==> config.mk <==
export PLATFORM = sky130hd
export DESIGN_NAME = pps_pin_glue
export DESIGN_NICKNAME = d
export VERILOG_FILES = /design/src/inc/pps_pkg.sv /design/src/design/pps_pin_glue.sv
export SDC_FILE = /design/constraint.sdc
export NUM_CORES = 1
export LEC_CHECK = 0
export BUFFER_PORTS_ARGS = -buffer_cell sky130_fd_sc_hd__clkbuf_2
export CAP_MARGIN = 20
export CORE_MARGIN = 5
export CORE_UTILIZATION = 49
export DETAILED_ROUTE_END_ITERATION = 6
export MAX_ROUTING_LAYER = met4
export PLACE_DENSITY_LB_ADDON = 0.3
export SLEW_MARGIN = 20
export SYNTH_ARGS = -nofsm -noshare
export SYNTH_HDL_FRONTEND = slang
export SYNTH_SLANG_ARGS = --single-unit
==> constraint.sdc <==
create_clock -name i_core_clk -period 3.6 [get_ports i_core_clk]
set_input_delay 0.36 -clock i_core_clk [delete_from_list [all_inputs] [get_ports i_core_clk]]
set_output_delay 0.36 -clock i_core_clk [all_outputs]
set_load 0.01 [all_outputs]
==> src/inc/pps_pkg.sv <==
package pps_pkg;

  // ----------------------------------------------------------------
  // register port geometry
  // ----------------------------------------------------------------
  localparam int unsigned ADDR_W    = 6;
  localparam int unsigned DATA_W    = 8;
  localparam logic [5:0]  REG_FIRST = 6'h00;
  localparam logic [5:0]  REG_LAST  = 6'h2f;
  localparam logic [5:0]  ADDR_PTA  = 6'h00;
  localparam logic [5:0]  ADDR_PTB  = 6'h01;
  localparam logic [5:0]  ADDR_PTC  = 6'h02;
  localparam logic [5:0]  ADDR_DDA  = 6'h03;
  localparam logic [5:0]  ADDR_DDB  = 6'h04;
  localparam logic [5:0]  ADDR_DDC  = 6'h05;
  localparam logic [7:0]  RST_DATA  = 8'h00;
  localparam logic [7:0]  RST_DIR   = 8'h00;
  localparam logic [7:0]  RD_UNUSED = 8'h00;

  // ----------------------------------------------------------------
  // pin sharing layout
  // ----------------------------------------------------------------
  localparam int unsigned AUX_IRQ_N = 3;
  localparam int unsigned KBD_LSB   = 3;
  localparam int unsigned KBD_N     = 5;
  localparam int unsigned SPI_N     = 4;
  localparam int unsigned ADC_LSB   = 4;
  localparam int unsigned ADC_N     = 2;
  localparam int unsigned CAP_LSB   = 6;
  localparam int unsigned CAP_N     = 2;
  localparam int unsigned LCD_BP_N  = 16;
  localparam int unsigned LCD_EX_N  = 8;
  localparam int unsigned LCD_EX_LSB = 8;

  // ----------------------------------------------------------------
  // carriers
  // ----------------------------------------------------------------
  typedef struct packed {
    logic              wr;
    logic              rd;
    logic [ADDR_W-1:0] addr;
    logic [DATA_W-1:0] wdata;
  } pps_cpu_req_type;

  typedef struct packed {
    logic o;
    logic oe;
  } pps_pin_drv_type;

endpackage : pps_pkg

==> src/design/pps_pin_glue.sv <==
`timescale 1ns/100ps

// What this block does
// - aux irq 0,1 fire on falling edge only
// - aux irq 2 fires on either edge
// - reset makes all port lines inputs
// - each line's direction and value software set
// - port a shared with aux irqs and keyboard inputs
// - spi owns port c bits 0-3 when enabled
// - port c bits 4,5 serve analog channels
// - port c bits 6,7 feed capture inputs
// - eight-backplane mode reuses backplanes 8-15 as frontplanes
// - registers decoded within 0x00 to 0x2f
// - writes to unimplemented bits ignored
module pps_pin_glue (
  input  wire logic                                i_core_clk,
  input  wire logic                                i_rstn,
  input  wire pps_pkg::pps_cpu_req_type            i_cpu_req,
  output logic      [pps_pkg::DATA_W-1:0]          o_cpu_rdata,
  input  wire logic [7:0]                          i_port_a_pin,
  output logic      [7:0]                          o_port_a_out,
  output logic      [7:0]                          o_port_a_oe,
  input  wire logic [7:0]                          i_port_b_pin,
  output logic      [7:0]                          o_port_b_out,
  output logic      [7:0]                          o_port_b_oe,
  input  wire logic [7:0]                          i_port_c_pin,
  output logic      [7:0]                          o_port_c_out,
  output logic      [7:0]                          o_port_c_oe,
  input  wire logic                                i_spi_en,
  input  wire pps_pkg::pps_pin_drv_type [pps_pkg::SPI_N-1:0] i_spi_drv,
  output logic      [pps_pkg::SPI_N-1:0]           o_spi_in,
  input  wire logic [pps_pkg::ADC_N-1:0]           i_adc_en,
  input  wire logic [pps_pkg::CAP_N-1:0]           i_cap_en,
  output logic      [pps_pkg::CAP_N-1:0]           o_capture_in,
  output logic      [pps_pkg::KBD_N-1:0]           o_kbd_in,
  input  wire logic [pps_pkg::AUX_IRQ_N-1:0]       i_irq_clr,
  output logic      [pps_pkg::AUX_IRQ_N-1:0]       o_irq_pend,
  input  wire logic                                i_lcd_mux8,
  input  wire logic [pps_pkg::LCD_BP_N-1:0]        i_lcd_bp,
  input  wire logic [pps_pkg::LCD_EX_N-1:0]        i_lcd_fp_extra,
  output logic      [pps_pkg::LCD_BP_N-1:0]        o_lcd_bp
);

  // ----------------------------------------------------------------
  // port registers
  // ----------------------------------------------------------------
  logic [7:0] pa_data_reg;
  logic [7:0] pa_data_next;
  logic [7:0] pb_data_reg;
  logic [7:0] pb_data_next;
  logic [7:0] pc_data_reg;
  logic [7:0] pc_data_next;
  logic [7:0] pa_dir_reg;
  logic [7:0] pa_dir_next;
  logic [7:0] pb_dir_reg;
  logic [7:0] pb_dir_next;
  logic [7:0] pc_dir_reg;
  logic [7:0] pc_dir_next;
  logic [7:0] rdata_reg;
  logic [7:0] rdata_next;
  logic       in_range;

  assign in_range = (i_cpu_req.addr >= pps_pkg::REG_FIRST)
                 && (i_cpu_req.addr <= pps_pkg::REG_LAST);

  // ----------------------------------------------------------------
  // write path
  // ----------------------------------------------------------------

  always_comb begin
    pa_data_next = pa_data_reg;
    pb_data_next = pb_data_reg;
    pc_data_next = pc_data_reg;
    pa_dir_next  = pa_dir_reg;
    pb_dir_next  = pb_dir_reg;
    pc_dir_next  = pc_dir_reg;
    if (i_cpu_req.wr && in_range) begin
      case (i_cpu_req.addr)
        pps_pkg::ADDR_PTA: pa_data_next = i_cpu_req.wdata;
        pps_pkg::ADDR_PTB: pb_data_next = i_cpu_req.wdata;
        pps_pkg::ADDR_PTC: pc_data_next = i_cpu_req.wdata;
        pps_pkg::ADDR_DDA: pa_dir_next  = i_cpu_req.wdata;
        pps_pkg::ADDR_DDB: pb_dir_next  = i_cpu_req.wdata;
        pps_pkg::ADDR_DDC: pc_dir_next  = i_cpu_req.wdata;
        default: begin
        end
      endcase
    end
  end

  // ----------------------------------------------------------------
  // read path
  // ----------------------------------------------------------------
  always_comb begin
    rdata_next = rdata_reg;
    if (i_cpu_req.rd && in_range) begin
      case (i_cpu_req.addr)
        pps_pkg::ADDR_PTA: rdata_next = (pa_dir_reg & pa_data_reg) | (~pa_dir_reg & i_port_a_pin);
        pps_pkg::ADDR_PTB: rdata_next = (pb_dir_reg & pb_data_reg) | (~pb_dir_reg & i_port_b_pin);
        pps_pkg::ADDR_PTC: rdata_next = (pc_dir_reg & pc_data_reg) | (~pc_dir_reg & i_port_c_pin);
        pps_pkg::ADDR_DDA: rdata_next = pa_dir_reg;
        pps_pkg::ADDR_DDB: rdata_next = pb_dir_reg;
        pps_pkg::ADDR_DDC: rdata_next = pc_dir_reg;
        default:           rdata_next = pps_pkg::RD_UNUSED;
      endcase
    end
  end

  always_ff @(posedge i_core_clk or negedge i_rstn) begin
    if (!i_rstn) begin
      pa_data_reg <= pps_pkg::RST_DATA;
      pb_data_reg <= pps_pkg::RST_DATA;
      pc_data_reg <= pps_pkg::RST_DATA;
      pa_dir_reg  <= pps_pkg::RST_DIR;
      pb_dir_reg  <= pps_pkg::RST_DIR;
      pc_dir_reg  <= pps_pkg::RST_DIR;
      rdata_reg   <= pps_pkg::RD_UNUSED;
    end else begin
      pa_data_reg <= pa_data_next;
      pb_data_reg <= pb_data_next;
      pc_data_reg <= pc_data_next;
      pa_dir_reg  <= pa_dir_next;
      pb_dir_reg  <= pb_dir_next;
      pc_dir_reg  <= pc_dir_next;
      rdata_reg   <= rdata_next;
    end
  end

  assign o_cpu_rdata  = rdata_reg;

  // ----------------------------------------------------------------
  // port a and b drive
  // ----------------------------------------------------------------
  // plain port drive
  assign o_port_a_out = pa_data_reg;
  assign o_port_a_oe  = pa_dir_reg;
  assign o_port_b_out = pb_data_reg;
  assign o_port_b_oe  = pb_dir_reg;

  // ----------------------------------------------------------------
  // port c sharing
  // ----------------------------------------------------------------
  genvar gi;
  generate
    for (gi = 0; gi < 8; gi++) begin : g_pc
      if (gi < pps_pkg::SPI_N) begin : g_spi
        assign o_port_c_out[gi] = i_spi_en ? i_spi_drv[gi].o  : pc_data_reg[gi];
        assign o_port_c_oe[gi]  = i_spi_en ? i_spi_drv[gi].oe : pc_dir_reg[gi];
        assign o_spi_in[gi]     = i_port_c_pin[gi];
      end else if (gi < pps_pkg::CAP_LSB) begin : g_adc
        assign o_port_c_out[gi] = pc_data_reg[gi];
        assign o_port_c_oe[gi]  = i_adc_en[gi-pps_pkg::ADC_LSB] ? 1'b0 : pc_dir_reg[gi];
      end else begin : g_cap
        assign o_port_c_out[gi] = pc_data_reg[gi];
        assign o_port_c_oe[gi]  = i_cap_en[gi-pps_pkg::CAP_LSB] ? 1'b0 : pc_dir_reg[gi];
        assign o_capture_in[gi-pps_pkg::CAP_LSB] = i_cap_en[gi-pps_pkg::CAP_LSB]
                                                 & i_port_c_pin[gi];
      end
    end
  endgenerate

  // ----------------------------------------------------------------
  // aux irq edge detect
  // ----------------------------------------------------------------
  logic [2:0] sync1_reg;
  logic [2:0] sync1_next;
  logic [2:0] sync2_reg;
  logic [2:0] sync2_next;
  logic [2:0] prev_reg;
  logic [2:0] prev_next;
  logic [2:0] pend_reg;
  logic [2:0] pend_next;
  logic [2:0] edge_hit;
  logic [4:0] kbd_s1_reg;
  logic [4:0] kbd_s1_next;
  logic [4:0] kbd_s2_reg;
  logic [4:0] kbd_s2_next;

  always_comb begin
    sync1_next  = i_port_a_pin[pps_pkg::AUX_IRQ_N-1:0];
    sync2_next  = sync1_reg;
    prev_next   = sync2_reg;
    kbd_s1_next = i_port_a_pin[pps_pkg::KBD_LSB +: pps_pkg::KBD_N];
    kbd_s2_next = kbd_s1_reg;
    edge_hit[0] = prev_reg[0] & ~sync2_reg[0];
    edge_hit[1] = prev_reg[1] & ~sync2_reg[1];
    edge_hit[2] = prev_reg[2] ^ sync2_reg[2];
    pend_next   = (pend_reg & ~i_irq_clr) | edge_hit;
  end

  always_ff @(posedge i_core_clk or negedge i_rstn) begin
    if (!i_rstn) begin
      sync1_reg  <= 3'h7;
      sync2_reg  <= 3'h7;
      prev_reg   <= 3'h7;
      pend_reg   <= 3'h0;
      kbd_s1_reg <= 5'h1f;
      kbd_s2_reg <= 5'h1f;
    end else begin
      sync1_reg  <= sync1_next;
      sync2_reg  <= sync2_next;
      prev_reg   <= prev_next;
      pend_reg   <= pend_next;
      kbd_s1_reg <= kbd_s1_next;
      kbd_s2_reg <= kbd_s2_next;
    end
  end

  assign o_irq_pend = pend_reg;
  assign o_kbd_in   = kbd_s2_reg;

  // ----------------------------------------------------------------
  // lcd backplane reuse
  // ----------------------------------------------------------------
  logic [15:0] bp_reg;
  logic [15:0] bp_next;

  always_comb begin
    if (i_lcd_mux8) begin
      bp_next = {i_lcd_fp_extra, i_lcd_bp[pps_pkg::LCD_EX_LSB-1:0]};
    end else begin
      bp_next = i_lcd_bp;
    end
  end

  always_ff @(posedge i_core_clk or negedge i_rstn) begin
    if (!i_rstn) begin
      bp_reg <= 16'h0000;
    end else begin
      bp_reg <= bp_next;
    end
  end

  assign o_lcd_bp = bp_reg;

endmodule : pps_pin_glue

### Word level (Yosys, flattened, before mapping)

Cells that the tools add are included.

* order comparisons: 2
* eq/ne operators: 5
* muxes and demuxes: 14
* bitwise logic cells: 22
* reductions and logical operators: 10

Operators with widths (number)
* $and A8 B8 Y8: 6
* $pmux W8 S6: 1
* $not A8 Y8: 3
* $or A8 B8 Y8: 3
* $mux W16: 1
* $eq A6 B2 Y1 const B: 2
* $eq A6 B3 Y1 const B: 2
* $mux W1: 12
* $reduce_and A2 Y1: 6
* $eq A6 B1 Y1 const B: 1
* $ge A6 B1 Y1 const B: 1
* $le A6 B6 Y1 const B: 1
* $logic_not A6 Y1: 1
* $and A1 B1 Y1: 4
* $and A3 B3 Y3: 1
* $logic_and A1 B1 Y1: 3
* $not A3 Y3: 1
* $or A3 B3 Y3: 1
* $not A1 Y1: 2
* $xor A1 B1 Y1: 1

* bits in registers: 94
* output and inout port bits: 86
* logic and storage cells: 67

### Logic depth before layout (Yosys ltp)

* depth after elaboration: 4
* depth in mapped cells: 5
* mapped depth without buffers: 4

### Worst setup path before layout

OpenSTA, ideal clock, no wires.

* path type: input to register
* start point: input i_cpu_req[13] (netlist bit)
* end point: register pa_dir_reg[0], in the netlist o_port_a_oe[0]
* arrival: 1.564 ns
* data required time: 3.475 ns
* path slack: 1.911 ns
* stages: 4
* buffers on the path: 1
* cells stage by stage: nor4_4 > and3_1 > buf_2 > mux2_2

* longest elaborated chain between the ends: 4
* elaborated cells on any way between the ends: 6
* those cells by class: 2 x order compare; 1 x eq/ne; 3 x reduce/logical

RTL lines
* from (decl): line pps_pin_glue.sv:18 `input wire pps_pkg::pps_cpu_req_type i_cpu_req,`
* $ge A6 B1 Y1 / $le A6 B6 Y1 (equally long branches): line pps_pin_glue.sv:63, pps_pin_glue.sv:64
* $logic_and A1 B1 Y1: line pps_pin_glue.sv:64 `&& (i_cpu_req.addr <= pps_pkg::REG_LAST);`
* $logic_and A1 B1 Y1: line pps_pin_glue.sv:77 `if (i_cpu_req.wr && in_range) begin`
* $reduce_and A2 Y1 (no source line) (*)
* to (signal assigned): line pps_pin_glue.sv:114 `pa_dir_reg <= pps_pkg::RST_DIR;`
* to (signal assigned): line pps_pin_glue.sv:122 `pa_dir_reg <= pa_dir_next;`
* to (decl): line pps_pin_glue.sv:53 `logic [7:0] pa_dir_reg;`

Every way passes the cells marked *; elsewhere a longest branch is shown, timed or not.
A chain may end at the register's enable or synchronous reset.

### Worst setup path in the final report

* start point: input i_cpu_req[8] (netlist bit)
* end point: register pc_dir_reg[7]

* longest elaborated chain between the ends: 4
* elaborated cells on any way between the ends: 6
* those cells by class: 2 x order compare; 1 x eq/ne; 3 x reduce/logical

RTL lines
* $ge A6 B1 Y1 / $le A6 B6 Y1 (equally long branches): line pps_pin_glue.sv:63, pps_pin_glue.sv:64
* $logic_and A1 B1 Y1: line pps_pin_glue.sv:64
* $logic_and A1 B1 Y1: line pps_pin_glue.sv:77
* $reduce_and A2 Y1 (no source line) (*)
* to (signal assigned): line pps_pin_glue.sv:116 `pc_dir_reg <= pps_pkg::RST_DIR;`
* to (signal assigned): line pps_pin_glue.sv:124 `pc_dir_reg <= pc_dir_next;`
* to (decl): line pps_pin_glue.sv:57 `logic [7:0] pc_dir_reg;`

Marks and branches as above.

==> flow_summary_export.csv <==
group,metric,value,unit
critical_path,r2r_slack,2.14,ns
synthesis,avgSynthCellArea,13.9,µm²
die,ios,169,
synthesis,ys_ff_latch,94,
timing,finalClockSkew,0.00690,ns
timing,slew_headroom,36.8,%
grt,grt_max_degree,55,
grt,antenna_found_initial,0,
cts,numCtsBuffers,9,
final_layout,seq_area,0.00238,mm²
grt,grt_pass1_wl,16400,µm
final_layout,drive_gt1_share,62.3,%
grt,track_usage,21.8,%
placed_design,pre_cts_slack,1.19,ns
synthesis,synthFlopType,"dfrtp_1",
die,dieHeight,101,µm
synthesis,synth_top_family_by_area,"multiplexers",
critical_path,endpoint_kind,"flop",
timing,tightest_slew,0.947,ns
critical_path,cp-start-kind,"primary input",
hold_path,hold_class,"in2reg",
synthesis,synthAdderAreaFrac,0,%
grt,grt-ovfl-total,0,
critical_path,path_max_fanout,11,
timing,slew_violations,0,
placed_design,gp_congestion,0.873,
synthesis,yosys_warnings,0,
final_layout,multi_input_area,0.00153,mm²
timing,timing.final.crit_share,57.8,%
synthesis,synthArstFlopShare,100,%
critical_path,crit_arrival,2.34,ns
timing,setup_viol,0,
timing,max_freq,0.480,GHz
final_layout,area_delta_synth_final,27.6,%
die,num_rows,33,
route,routed_via_density,5.43,
die,initial_utilization,49.8,%
timing,rsz0062_at_grt,"no",
route,drc,0,
cts,path_clk_slew,0.10,ns
synthesis,synth_edf_count,0,
cts,cts_buffer_depth,2,
die,dieArea,0.0101,mm²
route,final_antenna_net_count,0,
final_layout,final_cell_area,0.00514,mm²
final_layout,nFillCells,664,
synthesis,synth.distinct_cells,30,
critical_path,cp.required,3.85,ns
timing,postLayoutSetupSlackWorst,1.52,ns
pwr,static-leakage-power,2.55,nW
timing,finalHoldViolCount,0,
outcome,status,"completed",
cts,htreeDepth,3,
placed_design,dpl.hpwl,7840,µm
critical_path,path_class,"in2reg",
timing,tns,0,ns
grt,grt_pass1_vias,3163,
final_layout,final_nets,537,
synthesis,synth_compound_area_share,5.81,%
die,core,0.00809,mm²
final_layout,largest_register_ff_count,16,
cts,cts_tree,"yes",
synthesis,synth_nets,372,
cts,clkLatencyLatePin,0.36,ns
cts,cts_sinks,94,
flow_run,drv_cap,0,
synthesis,syn_inst,289,
route,wire_per_inst,18.8,µm
synthesis,syn_area,0.00403,mm²
placed_design,place_area,0.00493,mm²
cts,cts_root_buffer,"clkbuf_8",
synthesis,synthXorXnorAreaFrac,0.217,%
route,initialDrtViolationCount,101,
final_layout,antenna_cells,0,
pwr,vdd_ir_drop_max,0.201,mV
final_layout,final_cell_mix,"clkbuf_2, dfrtp_1, mux2_2",
pwr,power_density,455,mW/mm²
die,die_w,101,µm
synthesis,synthMuxAreaShare,22.6,%
synthesis,synth_simple_gate_area_share,9.26,%
route,vias,3062,
route,firstDrtPassIters,4,
final_layout,mostFrequentLayoutCell,"clkbuf_2",
route,drt_wl_total,10600,µm
synthesis,ys_seq_area_share,59.0,%
placed_design,portBuffers,168,
timing,period_needed,2.08,ns
final cells by class:
class / instances / area share, %
clock inverter: 7 / 1.56
multi-input combinational: 171 / 29.7
timing repair buffer: 173 / 17.2
tap: 105 / 2.56
clock buffer: 9 / 2.41
inverter: 5 / 0.365
sequential: 94 / 46.2
layer usage:
layer  vias to the layer above  part of all wire (%)  global-route usage [%]
li1                       1393                     -                       -
met1                      1534                    40                    27.3
met2                       114                    51                    36.2
met3                        21                   7.2                    2.98
met4                         0                   1.8                    7.56
met5                         -                     0                       -
cell usage after synthesis, drive strengths merged (2+ instances only):
cell type,count,area (µm²)
nand3,20,115
nor2,2,7.51
o22ai,8,50.1
nand4b,6,52.6
and2,5,31.3
nand2,10,42.5
a22o,6,52.6
mux2i,10,100
dfstp,19,499
a21boi,2,15.0
mux2,72,811
nand4,7,43.8
o21ai,2,10.0
buf,15,91.3
inv,5,18.8
clkbuf,4,15.0
dfrtp,75,1880
nor2b,6,37.5
o32a,8,80.1
critical path, stage by stage:
cell and delay [ns]:
clkbuf_2 0.11, nor2b_1 0.76, and2_1 0.49, nand2_2 0.26, mux2_2 0.35
path summary, 6_finish.rpt:
kind	startpoint	end	depth (start not counted)
setup / recovery	i_cpu_req[8]	pc_dir_reg[7]	5
hold / removal	i_port_a_pin[1]	sync1_reg[1]	1
setup reg to reg	pc_dir_reg[3]	o_cpu_rdata[3]	3
hold reg to reg	kbd_s1_reg[0]	o_kbd_in[0]	0
max in group asynchronous	i_rstn	o_port_b_oe[3]	3
min in group asynchronous	i_rstn	o_lcd_bp[0]	2
per-stage QoR:
step / cells / total power [mW] / utilization (%) / hold WS (ns)
floorplan: 289 / 1.43 / - / 0.0644
global placement: 547 / 1.63 / 60.9 / 0.174
detailed placement: 547 / 1.64 / 60.9 / 0.179
CTS: 564 / 2.35 / 63.5 / 0.0732
global route: 564 / 2.44 / 63.5 / 0.0687
finish: 564 / 2.34 / 63.5 / 0.0749
kinds of logic after synthesis:
| logic type | Yosys count |
|---|---|
| XOR/XNOR | 1 |
| flip-flops | 94 |
| multiplexers | 82 |
| buffers and inverters | 24 |
| AO/OA/AOI/OAI | 29 |
| AND/OR/NAND/NOR | 59 |
where the power goes:
group	leakage, nW	internal (mW)	switching (mW)	total (mW)
clock	0.0973	0.331	0.393	0.724
sequential	1.16	1.16	0.0804	1.24
combinational	1.29	0.192	0.184	0.376
total	2.55	1.68	0.658	2.34
what timing repair did:
action                                 in CTS  in global routing
hold buffers                                1                  0
resized for setup                           0                  0
setup buffers                               0                  0
endpoints found under the hold margin       6                  0
Power figures use the tool's default switching activity.
